===== src/rtl/pd_pkg.sv =====
package pd_pkg;
  // Register indices on the link
  localparam logic [1:0] ADDR_FIRST = 2'h0;
  localparam logic [1:0] ADDR_SECOND = 2'h1;
  localparam logic [1:0] ADDR_STOP_A = 2'h2;
  localparam logic [1:0] ADDR_STOP_B = 2'h3;
  // Writable bit masks, reserved bits stay zero
  localparam logic [7:0] FIRST_MASK = 8'h88;
  localparam logic [7:0] SECOND_MASK = 8'hc6;
  localparam logic [7:0] STOP_A_MASK = 8'h17;
  localparam logic [7:0] STOP_B_MASK = 8'h11;
  // Reset values
  localparam logic [7:0] FIRST_RESET = 8'h00;
  localparam logic [7:0] SECOND_RESET = 8'h00;
  localparam logic [7:0] STOP_A_RESET = 8'h00;
  localparam logic [7:0] STOP_B_RESET = 8'h00;
  // Field positions
  localparam int STANDBY_SELECT_BIT = 7;
  localparam int DEBUG_STOP_BIT = 7;
  localparam int BREAK_STOP_BIT = 6;
  localparam int CACHE_STOP_BIT = 2;
  localparam int UMEM_STOP_BIT = 1;
  localparam int TIMER_STOP_BIT = 4;
  localparam int SERIAL2_STOP_BIT = 2;
  localparam int SERIAL1_STOP_BIT = 1;
  localparam int SERIAL0_STOP_BIT = 0;
  localparam int HOST_IF_STOP_BIT = 4;
  localparam int REDUNDANCY_STOP_BIT = 0;
  // Clock enable vector: index of each gated module
  localparam int NUM_MODULES = 10;
  localparam int MOD_TIMER = 0;
  localparam int MOD_SERIAL0 = 1;
  localparam int MOD_SERIAL1 = 2;
  localparam int MOD_SERIAL2 = 3;
  localparam int MOD_HOST_IF = 4;
  localparam int MOD_REDUNDANCY = 5;
  localparam int MOD_DEBUG = 6;
  localparam int MOD_BREAK = 7;
  localparam int MOD_CACHE = 8;
  localparam int MOD_UMEM = 9;
  // Watchdog settling and re-entry, low-level external sense code
  localparam logic [7:0] WDT_LAST = 8'hff;
  localparam logic [7:0] WDT_REARM = 8'h80;
  localparam int PRESCALE_WIDTH_DEF = 12;
  localparam logic [1:0] SENSE_LOW_LEVEL = 2'h0;
  // Avalon register byte offsets of the CPU side
  localparam logic [4:0] AV_REG_WRITE = 5'h00;
  localparam logic [4:0] AV_REG_READ = 5'h04;
  localparam logic [4:0] AV_SLEEP = 5'h08;
  localparam logic [4:0] AV_IRQ = 5'h0c;
  localparam logic [4:0] AV_CONFIG = 5'h10;
  localparam logic [4:0] AV_STATUS = 5'h14;
  localparam logic [31:0] CONFIG_RESET = 32'h0000_0000;

  typedef enum logic [2:0] {
    MODE_RUN = 3'b000,
    MODE_SLEEP = 3'b001,
    MODE_STANDBY = 3'b010,
    MODE_SETTLE = 3'b011,
    MODE_LOCKED = 3'b100
  } mode_e;
endpackage : pd_pkg


===== src/rtl/pd_link_if.sv =====
interface pd_link_if;
  // CPU side to controller
  logic reg_wr;
  logic [1:0] reg_addr;
  logic [7:0] reg_wdata;
  logic sleep_exec;
  logic nmi;
  logic dbg_irq;
  logic ubc_irq;
  logic ext_irq;
  logic per_irq;
  logic [3:0] ext_prio;
  logic [3:0] per_prio;
  logic [3:0] sr_mask;
  logic [1:0] ext_sense;
  logic [2:0] wdt_cks;
  logic dbg_reset;
  // Controller to CPU side
  logic [7:0] reg_rdata;
  pd_pkg::mode_e mode;
  logic cpu_run;
  logic exc_start;
  logic resume;

  modport dev (
    input reg_wr, reg_addr, reg_wdata, sleep_exec, nmi, dbg_irq, ubc_irq, ext_irq,
    input per_irq, ext_prio, per_prio, sr_mask, ext_sense, wdt_cks, dbg_reset,
    output reg_rdata, mode, cpu_run, exc_start, resume
  );
  modport cpu (
    output reg_wr, reg_addr, reg_wdata, sleep_exec, nmi, dbg_irq, ubc_irq, ext_irq,
    output per_irq, ext_prio, per_prio, sr_mask, ext_sense, wdt_cks, dbg_reset,
    input reg_rdata, mode, cpu_run, exc_start, resume
  );
endinterface : pd_link_if


===== src/rtl/power_down_mode_controller.sv =====
// Functional notes
// (RL1) Stop-A bit 4 gates the timer
// (RL2) Stop-A bits 2..0 gate serial 2..0
// (RL3) Stop-B bit 4 gates host interface
// (RL4) Stop-B bit 0 gates redundancy logic
// (RL5) Reserved bits read zero, written zero
// (RL6) Sleep with select clear enters sleep
// (RL7) Sleep keeps peripherals and clock output
// (RL8) NMI, debug, break, external, peripheral wake
// (RL9) Masked interrupts never end sleep
// (RL10) Debug reset or power-on ends sleep
// (RL11) Sleep with select set enters standby
// (RL12) Standby retains CPU and cache state
// (RL13) Standby entry initialises timer registers
// (RL14) Software stops and primes watchdog first
// (RL15) Wake waits for watchdog settling time
// (RL16) Select left set re-enters locked standby
// (RL17) Low-level external sense cannot wake standby
// (RL18) Low-priority external wake resumes inline
// (RL19) Power-on ends standby, clock out runs
// (RL20) Stop bits gate clocks in normal run
// (RL21) Clearing bit or reset restarts module
// (RL22) Select is first register bit 7
// (RL23) Second register gates debug, break, cache, memory
// (RL24) Clock enables switch glitch-free
module power_down_mode_controller #(
  parameter int PRESCALE_WIDTH = pd_pkg::PRESCALE_WIDTH_DEF
) (
  // System
  input wire logic clk_sys,
  input wire logic rst,
  // Link to the CPU side
  pd_link_if.dev link,
  // Clock gating
  output logic [pd_pkg::NUM_MODULES-1:0] module_clk_en,
  output logic clk_out_en,
  output logic timer_init
);
  generate
    if (PRESCALE_WIDTH < 8) begin : g_bad_width
      $error("PRESCALE_WIDTH must be at least 8");
    end
  endgenerate

  logic [7:0] standby_control_first;
  logic [7:0] standby_control_second;
  logic [7:0] peripheral_clock_stop_a;
  logic [7:0] peripheral_clock_stop_b;
  pd_pkg::mode_e mode;
  pd_pkg::mode_e next_mode;
  logic standby_select;
  logic ext_accept;
  logic per_accept;
  logic sleep_wake;
  logic ext_wake_ok;
  logic standby_wake;
  logic ext_low_prio;
  logic settled;
  logic wdt_running;
  logic wdt_tick;
  logic [7:0] wdt_count;
  logic [PRESCALE_WIDTH-1:0] prescale;
  logic [PRESCALE_WIDTH-1:0] tick_mask;
  logic [pd_pkg::NUM_MODULES-1:0] stop_vec;
  logic periph_on;

  assign link.mode = mode;
  // (RL22) select bit position
  assign standby_select = standby_control_first[pd_pkg::STANDBY_SELECT_BIT];

  // (RL9) mask level check
  assign ext_accept = link.ext_irq && (link.ext_prio > link.sr_mask);
  assign per_accept = link.per_irq && (link.per_prio > link.sr_mask);
  // (RL8) sleep wake sources
  assign sleep_wake = link.nmi || link.dbg_irq || link.ubc_irq || ext_accept || per_accept;
  // (RL17) low-level sense excluded
  assign ext_wake_ok = link.ext_irq && (link.ext_sense != pd_pkg::SENSE_LOW_LEVEL);
  assign standby_wake = link.nmi || ext_wake_ok;

  // (RL5) reserved bits masked on write
  always_ff @(posedge clk_sys or posedge rst) begin
    if (rst) begin
      standby_control_first <= pd_pkg::FIRST_RESET;
      standby_control_second <= pd_pkg::SECOND_RESET;
      peripheral_clock_stop_a <= pd_pkg::STOP_A_RESET;
      peripheral_clock_stop_b <= pd_pkg::STOP_B_RESET;
    end else if (link.reg_wr) begin
      unique case (link.reg_addr)
        pd_pkg::ADDR_FIRST: standby_control_first <= link.reg_wdata & pd_pkg::FIRST_MASK;
        pd_pkg::ADDR_SECOND: standby_control_second <= link.reg_wdata & pd_pkg::SECOND_MASK;
        pd_pkg::ADDR_STOP_A: peripheral_clock_stop_a <= link.reg_wdata & pd_pkg::STOP_A_MASK;
        pd_pkg::ADDR_STOP_B: peripheral_clock_stop_b <= link.reg_wdata & pd_pkg::STOP_B_MASK;
      endcase
    end
  end

  // Register read-back
  always_ff @(posedge clk_sys or posedge rst) begin
    if (rst) begin
      link.reg_rdata <= 8'h00;
    end else begin
      unique case (link.reg_addr)
        pd_pkg::ADDR_FIRST: link.reg_rdata <= standby_control_first;
        pd_pkg::ADDR_SECOND: link.reg_rdata <= standby_control_second;
        pd_pkg::ADDR_STOP_A: link.reg_rdata <= peripheral_clock_stop_a;
        pd_pkg::ADDR_STOP_B: link.reg_rdata <= peripheral_clock_stop_b;
      endcase
    end
  end

  // Watchdog prescaler tick
  always_comb begin
    tick_mask = '0;
    for (int i = 0; i < 8; i++) begin
      if (i <= int'(link.wdt_cks)) begin
        tick_mask[i] = 1'b1;
      end
    end
  end
  // (RL16) in run, counter stops once select clears
  assign wdt_running = (mode == pd_pkg::MODE_SETTLE) ||
      (mode == pd_pkg::MODE_RUN && settled && standby_select);
  assign wdt_tick = wdt_running && ((prescale & tick_mask) == tick_mask);

  always_ff @(posedge clk_sys or posedge rst) begin
    if (rst) begin
      prescale <= '0;
    end else if (!wdt_running) begin
      prescale <= '0;
    end else begin
      prescale <= prescale + 1'b1;
    end
  end

  // (RL14) counter primed at standby entry
  always_ff @(posedge clk_sys or posedge rst) begin
    if (rst) begin
      wdt_count <= 8'h00;
    end else if (mode == pd_pkg::MODE_STANDBY) begin
      wdt_count <= 8'h00;
    end else if (wdt_tick) begin
      wdt_count <= wdt_count + 8'h01;
    end
  end

  // Post-wake counting window
  always_ff @(posedge clk_sys or posedge rst) begin
    if (rst) begin
      settled <= 1'b0;
    end else if (mode == pd_pkg::MODE_SETTLE && next_mode == pd_pkg::MODE_RUN) begin
      settled <= 1'b1;
    end else if (!standby_select || mode != pd_pkg::MODE_RUN) begin
      settled <= 1'b0;
    end
  end

  // Mode sequencing
  always_comb begin
    next_mode = mode;
    unique case (mode)
      pd_pkg::MODE_RUN: begin
        // (RL16) re-entry at the rearm count
        if (settled && standby_select && wdt_count == pd_pkg::WDT_REARM) begin
          next_mode = pd_pkg::MODE_LOCKED;
        // (RL11) select set enters standby
        end else if (link.sleep_exec && standby_select) begin
          next_mode = pd_pkg::MODE_STANDBY;
        // (RL6) select clear enters sleep
        end else if (link.sleep_exec) begin
          next_mode = pd_pkg::MODE_SLEEP;
        end
      end
      pd_pkg::MODE_SLEEP: begin
        // (RL10) debug reset wakes too
        if (sleep_wake || link.dbg_reset) begin
          next_mode = pd_pkg::MODE_RUN;
        end
      end
      pd_pkg::MODE_STANDBY: begin
        if (standby_wake) begin
          next_mode = pd_pkg::MODE_SETTLE;
        end
      end
      pd_pkg::MODE_SETTLE: begin
        // (RL15) leave after full settling count
        if (wdt_tick && wdt_count == pd_pkg::WDT_LAST) begin
          next_mode = pd_pkg::MODE_RUN;
        end
      end
      pd_pkg::MODE_LOCKED: begin
        next_mode = pd_pkg::MODE_LOCKED;
      end
      default: begin
        next_mode = pd_pkg::MODE_RUN;
      end
    endcase
  end

  // (RL19) only power-on reset leaves standby otherwise
  always_ff @(posedge clk_sys or posedge rst) begin
    if (rst) begin
      mode <= pd_pkg::MODE_RUN;
    end else begin
      mode <= next_mode;
    end
  end

  // (RL18) remember wake priority
  always_ff @(posedge clk_sys or posedge rst) begin
    if (rst) begin
      ext_low_prio <= 1'b0;
    end else if (mode == pd_pkg::MODE_STANDBY && standby_wake) begin
      ext_low_prio <= !link.nmi && !(link.ext_prio > link.sr_mask);
    end
  end

  // Exception and resume pulses
  always_ff @(posedge clk_sys or posedge rst) begin
    if (rst) begin
      link.exc_start <= 1'b0;
      link.resume <= 1'b0;
    end else begin
      link.exc_start <= (mode == pd_pkg::MODE_SLEEP && sleep_wake) ||
          (mode == pd_pkg::MODE_SETTLE && next_mode == pd_pkg::MODE_RUN && !ext_low_prio);
      // (RL18) inline resume on low priority
      link.resume <= mode == pd_pkg::MODE_SETTLE && next_mode == pd_pkg::MODE_RUN &&
          ext_low_prio;
    end
  end

  // (RL13) timer cleared on standby entry
  always_ff @(posedge clk_sys or posedge rst) begin
    if (rst) begin
      timer_init <= 1'b0;
    end else begin
      timer_init <= mode == pd_pkg::MODE_RUN && next_mode == pd_pkg::MODE_STANDBY;
    end
  end

  // (RL12) CPU halted, state untouched
  always_ff @(posedge clk_sys or posedge rst) begin
    if (rst) begin
      link.cpu_run <= 1'b1;
    end else begin
      link.cpu_run <= next_mode == pd_pkg::MODE_RUN;
    end
  end

  // (RL7) clock output runs in sleep
  always_ff @(posedge clk_sys or posedge rst) begin
    if (rst) begin
      clk_out_en <= 1'b1;
    end else begin
      clk_out_en <= next_mode == pd_pkg::MODE_RUN || next_mode == pd_pkg::MODE_SLEEP;
    end
  end

  assign periph_on = next_mode == pd_pkg::MODE_RUN || next_mode == pd_pkg::MODE_SLEEP;

  always_comb begin
    stop_vec = '0;
    // (RL1) timer stop
    stop_vec[pd_pkg::MOD_TIMER] = peripheral_clock_stop_a[pd_pkg::TIMER_STOP_BIT];
    // (RL2) serial channel stops
    stop_vec[pd_pkg::MOD_SERIAL0] = peripheral_clock_stop_a[pd_pkg::SERIAL0_STOP_BIT];
    stop_vec[pd_pkg::MOD_SERIAL1] = peripheral_clock_stop_a[pd_pkg::SERIAL1_STOP_BIT];
    stop_vec[pd_pkg::MOD_SERIAL2] = peripheral_clock_stop_a[pd_pkg::SERIAL2_STOP_BIT];
    // (RL3) host interface stop
    stop_vec[pd_pkg::MOD_HOST_IF] = peripheral_clock_stop_b[pd_pkg::HOST_IF_STOP_BIT];
    // (RL4) redundancy logic stop
    stop_vec[pd_pkg::MOD_REDUNDANCY] = peripheral_clock_stop_b[pd_pkg::REDUNDANCY_STOP_BIT];
    // (RL23) second register stops
    stop_vec[pd_pkg::MOD_DEBUG] = standby_control_second[pd_pkg::DEBUG_STOP_BIT];
    stop_vec[pd_pkg::MOD_BREAK] = standby_control_second[pd_pkg::BREAK_STOP_BIT];
    stop_vec[pd_pkg::MOD_CACHE] = standby_control_second[pd_pkg::CACHE_STOP_BIT];
    stop_vec[pd_pkg::MOD_UMEM] = standby_control_second[pd_pkg::UMEM_STOP_BIT];
  end

  genvar g;
  generate
    for (g = 0; g < pd_pkg::NUM_MODULES; g++) begin : g_gate
      // (RL24) registered enable, no glitches
      always_ff @(posedge clk_sys or posedge rst) begin
        if (rst) begin
          module_clk_en[g] <= 1'b1;
        end else begin
          // (RL20) gate during normal run
          // (RL21) clearing bit restarts module
          module_clk_en[g] <= periph_on && !stop_vec[g];
        end
      end
    end
  endgenerate
endmodule : power_down_mode_controller


===== src/flat_wrapper.sv =====
// flat-port wrapper written by rule: the top's interface ports become plain ports
module power_down_mode_controller_flat 
#(
  parameter int PRESCALE_WIDTH = pd_pkg::PRESCALE_WIDTH_DEF
)
  (clk_sys, rst, module_clk_en, clk_out_en, timer_init, link_reg_wr, link_reg_addr, link_reg_wdata, link_sleep_exec, link_nmi, link_dbg_irq, link_ubc_irq, link_ext_irq, link_per_irq, link_ext_prio, link_per_prio, link_sr_mask, link_ext_sense, link_wdt_cks, link_dbg_reset, link_reg_rdata, link_mode, link_cpu_run, link_exc_start, link_resume);
  pd_link_if link_i ();
  input wire logic clk_sys;
  input wire logic rst;
  output logic [pd_pkg::NUM_MODULES-1:0] module_clk_en;
  output logic clk_out_en;
  output logic timer_init;
  input wire logic [$bits(link_i.reg_wr)-1:0] link_reg_wr;
  input wire logic [$bits(link_i.reg_addr)-1:0] link_reg_addr;
  input wire logic [$bits(link_i.reg_wdata)-1:0] link_reg_wdata;
  input wire logic [$bits(link_i.sleep_exec)-1:0] link_sleep_exec;
  input wire logic [$bits(link_i.nmi)-1:0] link_nmi;
  input wire logic [$bits(link_i.dbg_irq)-1:0] link_dbg_irq;
  input wire logic [$bits(link_i.ubc_irq)-1:0] link_ubc_irq;
  input wire logic [$bits(link_i.ext_irq)-1:0] link_ext_irq;
  input wire logic [$bits(link_i.per_irq)-1:0] link_per_irq;
  input wire logic [$bits(link_i.ext_prio)-1:0] link_ext_prio;
  input wire logic [$bits(link_i.per_prio)-1:0] link_per_prio;
  input wire logic [$bits(link_i.sr_mask)-1:0] link_sr_mask;
  input wire logic [$bits(link_i.ext_sense)-1:0] link_ext_sense;
  input wire logic [$bits(link_i.wdt_cks)-1:0] link_wdt_cks;
  input wire logic [$bits(link_i.dbg_reset)-1:0] link_dbg_reset;
  output wire logic [$bits(link_i.reg_rdata)-1:0] link_reg_rdata;
  output wire logic [$bits(link_i.mode)-1:0] link_mode;
  output wire logic [$bits(link_i.cpu_run)-1:0] link_cpu_run;
  output wire logic [$bits(link_i.exc_start)-1:0] link_exc_start;
  output wire logic [$bits(link_i.resume)-1:0] link_resume;
  assign link_i.reg_wr = link_reg_wr;
  assign link_i.reg_addr = link_reg_addr;
  assign link_i.reg_wdata = link_reg_wdata;
  assign link_i.sleep_exec = link_sleep_exec;
  assign link_i.nmi = link_nmi;
  assign link_i.dbg_irq = link_dbg_irq;
  assign link_i.ubc_irq = link_ubc_irq;
  assign link_i.ext_irq = link_ext_irq;
  assign link_i.per_irq = link_per_irq;
  assign link_i.ext_prio = link_ext_prio;
  assign link_i.per_prio = link_per_prio;
  assign link_i.sr_mask = link_sr_mask;
  assign link_i.ext_sense = link_ext_sense;
  assign link_i.wdt_cks = link_wdt_cks;
  assign link_i.dbg_reset = link_dbg_reset;
  assign link_reg_rdata = link_i.reg_rdata;
  assign link_mode = link_i.mode;
  assign link_cpu_run = link_i.cpu_run;
  assign link_exc_start = link_i.exc_start;
  assign link_resume = link_i.resume;
  power_down_mode_controller #(.PRESCALE_WIDTH(PRESCALE_WIDTH)) u_core (.clk_sys(clk_sys), .rst(rst), .link(link_i), .module_clk_en(module_clk_en), .clk_out_en(clk_out_en), .timer_init(timer_init));
endmodule

===== config.mk =====
export PLATFORM = sky130hd
export DESIGN_NAME = power_down_mode_controller_flat
export DESIGN_NICKNAME = d
export VERILOG_FILES = /design/src/rtl/pd_pkg.sv /design/src/rtl/pd_link_if.sv /design/src/rtl/power_down_mode_controller.sv /design/src/flat_wrapper.sv
export SDC_FILE = /design/constraint.sdc
export NUM_CORES = 1
export LEC_CHECK = 0
export BUFFER_PORTS_ARGS = -buffer_cell sky130_fd_sc_hd__clkbuf_2
export CAP_MARGIN = 10
export CORE_AREA = 4 4 101 55
export DETAILED_ROUTE_END_ITERATION = 7
export DIE_AREA = 0 0 105 59
export PLACE_DENSITY = 0.83
export SLEW_MARGIN = 5
export SYNTH_ARGS = -nofsm -noshare
export SYNTH_HDL_FRONTEND = slang
export SYNTH_SLANG_ARGS = --single-unit

===== constraint.sdc =====
create_clock -name clk_sys -period 3.37 [get_ports clk_sys]
set_input_delay 0.5055 -clock clk_sys [delete_from_list [all_inputs] [get_ports clk_sys]]
set_output_delay 0.5055 -clock clk_sys [all_outputs]
set_load 0.05 [all_outputs]

==> summary.txt <==
Layout
  • Layout cells sized above 1: 35.9%
  • Fin nets: 349
  • FF/Latch Area: 1390 um2
  • Layout fillers: 385
  • Area of the multi-input gates: 1130 um2
  • Final instance area: 3070 um2
  • Antenna Diode Count: 0
  • Layout area overhead: 17.4%
  • Finished Layout Cells: 361

Placement
  • Placed Cells: 354
  • Placer congestion estimate: 0.841
  • I/O Buffers: 60
  • Detailed placement HPWL: 4.15 mm
  • Placed Area: 2970 um2

Floorplan
  • Die area: 6200 um2
  • Initial Util: 55.3%
  • Cell row count: 18
  • Die X: 105 um
  • I/O Pins: 63
  • Vert. Die Dim: 59 um
  • Core outline area: 4730 um2

Worst setup path
  • Critical Setup Path Class: flip-flop to flip-flop
  • WP data required: 3.61 ns
  • Critical Path AT: 2.71 ns
  • Worst setup EP type: flip-flop
  • CP Max Fanout: 14
  • Crit start category: flip-flop

Route
  • Post-DR wirelength/cell: 15.1 um
  • Final wirelength: 5.45 mm
  • Drt pass-1 iters: 4
  • Final antenna-violating net count: 0
  • Drt initial violations: 112
  • Vias/cell: 5.36
  • Vias: 1,935
  • DRC viols: 0

CTS
  • Clk buf depth: 2
  • Number of buffers created by CTS: 5
  • Post-CTS sizing: 0
  • Clock sink count: 55
  • Setup Buffers After CTS: 0
  • CTS tree: built
  • Clk_lat worst skew: 0.31 ns
  • Clk slew on worst S/H paths: 0.09 ns
  • H-tree depth: 2
  • # hold bufs at CTS: 0
  • Root Driver: clkbuf_8

Timing
  • Max-slew headroom at the worst pin: 44.9%
  • Hold slack: 0.276 ns
  • Endpoints failing setup: 0
  • Final slew viol count: 0
  • Achievable clock frequency: 405 MHz
  • Final Skew: 0.00385 ns
  • Final period util: 73.3%
  • Final hold violation count: 0
  • Setup_tns: 0 ns
  • Worst-margin pin slew: 0.826 ns
  • RSZ-0062 raised after global routing: false
  • Post-layout min period: 2.47 ns

Power and ir drop
  • Pwr Density: 718 nW/um2
  • Lkg Pwr: 1.46 nW
  • VDD IR max: 661 uV
  • Overall power: 2.21 mW

Yosys
  • Cell accounting for the most synthesized area: dfrtp_1
  • Synth top area cells: dfrtp_1 (41%), dfstp_2 (12%), ha_1 (5.3%)
  • Post-synthesis cell type count: 46
  • Yosys Warn Count: 0
  • Cells after synthesis: 238
  • Syn nets: 286
  • Seq cells post-synth: 55
  • Cell Area, Synth: 2620 um2
  • Syn avg cell area: 11.0 um2
  • Top cell type's share of synthesized area: 41.1%
  • Register area share after synthesis: 53.2%

Global routing
  • Initial antenna violation count: 0
  • Gr ovfl total: 0
  • Largest net degree at the start of global routing: 35
  • Vias in the first global route: 1,839
  • Total Routing Usage GR: 18.4%
  • First-pass GRT wire length: 8.87 mm

Status
  • Outcome: finished, final reports clean

Run
  • # Max-Cap Violations: 0

Min path
  • HP Class: input pin to asynchronous set/reset pin
[power by group]
group | total (mW) | internal [mW] | switching [mW]
clock network | 0.427 | 0.217 | 0.209
logic | 0.842 | 0.220 | 0.622
registers | 0.938 | 0.840 | 0.0982
[layer usage]
metal  global-route usage (%)  part of all wire, %
met1                     27.9                   51
met2                     25.7                   42
met3                     5.33                  5.9
met4                     5.05                  1.0
met5                        0                    0
[through the flow]
step                utilization, %  worst slack (ns)
global placement              62.7              1.02
global route                  64.9             0.732
detailed placement            62.7             0.952
CTS                           64.9             0.874
floorplan                        -              1.24
finish                        64.9             0.901
[worst max-delay path, stage by stage, from the launching register on]
cell	delay (ns)
dfrtp_1	0.55
nand4bb_1	0.32
a21o_1	0.31
a21o_4	0.27
o41ai_4	0.43
o21ai_2	0.32
nor2b_1	0.20
[registers in the layout, summed over array words and instances (netlist names), 2 cells and up]
signal	count
u_core.module_clk_en	10
u_core.prescale	8
u_core.wdt_count	8
u_core.link.reg_rdata	7
u_core.peripheral_clock_stop_a	4
u_core.standby_control_second	4
u_core.link.mode	3
u_core.peripheral_clock_stop_b	2
u_core.standby_control_first	2
[cell usage after synthesis, drive strengths merged]
cell / instances
dfrtp: 43
nor3: 6
nor4: 3
nand4: 6
a211o: 1
a22o: 2
o22ai: 1
nor4bb: 1
dfstp: 12
ha: 11
nand3: 7
and4: 1
mux2: 11
xor2: 4
nor2b: 7
a211oi: 1
conb: 1
nor2: 27
or2: 1
o21ai: 7
a22oi: 1
a31oi: 2
nand4bb: 1
buf: 4
o41ai: 1
a21o: 2
xnor2: 6
and2: 3
nor4b: 1
a21oi: 12
clkbuf: 2
a41o: 1
mux2i: 5
o211ai: 3
or3: 2
nand2: 19
inv: 14
nor3b: 2
nand2b: 3
nand4b: 1
[cell type report]
class / count / area share, %
sequential: 55 / 45.3
multi-input combinational: 163 / 36.8
timing repair buffer: 62 / 10.3
tap: 60 / 2.44
clock buffer: 5 / 2.24
inverter: 14 / 1.71
clock inverter: 2 / 1.22
[final timing paths]
kind,start,to,slack (ns),depth (start not counted)
max,u_core.link.mode[1],u_core.link.cpu_run,0.90,6
min,rst,u_core.link.reg_rdata[6],0.28,2
max reg2reg,u_core.link.mode[1],u_core.link.cpu_run,0.90,6
min reg2reg,u_core.standby_control_second[6],u_core.module_clk_en[7],0.42,1
max in group asynchronous,rst,u_core.link.cpu_run,2.38,3
min in group clk_sys,link_nmi,u_core.ext_low_prio,0.40,2
[cell families after synthesis]
| family | share of synthesized area, % |
|---|---|
| simple gates | 18.5 |
| flops | 53.2 |
| compound gates | 9.32 |
| buf+inv | 3.63 |
| mux | 6.64 |
| fa+ha+maj | 5.26 |
| xor+xnor | 3.35 |
| other cells | 0.143 |
[placed cells by master, fill, tap and decap left out, types with 7 or more instances in the layout]
cell type / synthesis / layout
nor2_2: 8 / 8
ha_1: 11 / 11
nor2b_1: 7 / 7
a21oi_1: 12 / 12
clkbuf_2: 0 / 60
inv_1: 14 / 13
dfstp_2: 12 / 12
nand2_1: 19 / 19
nor2_1: 18 / 18
mux2_2: 11 / 11
dfrtp_1: 43 / 43
nand3_1: 7 / 7
No activity file was read; power rests on OpenSTA's default activity.
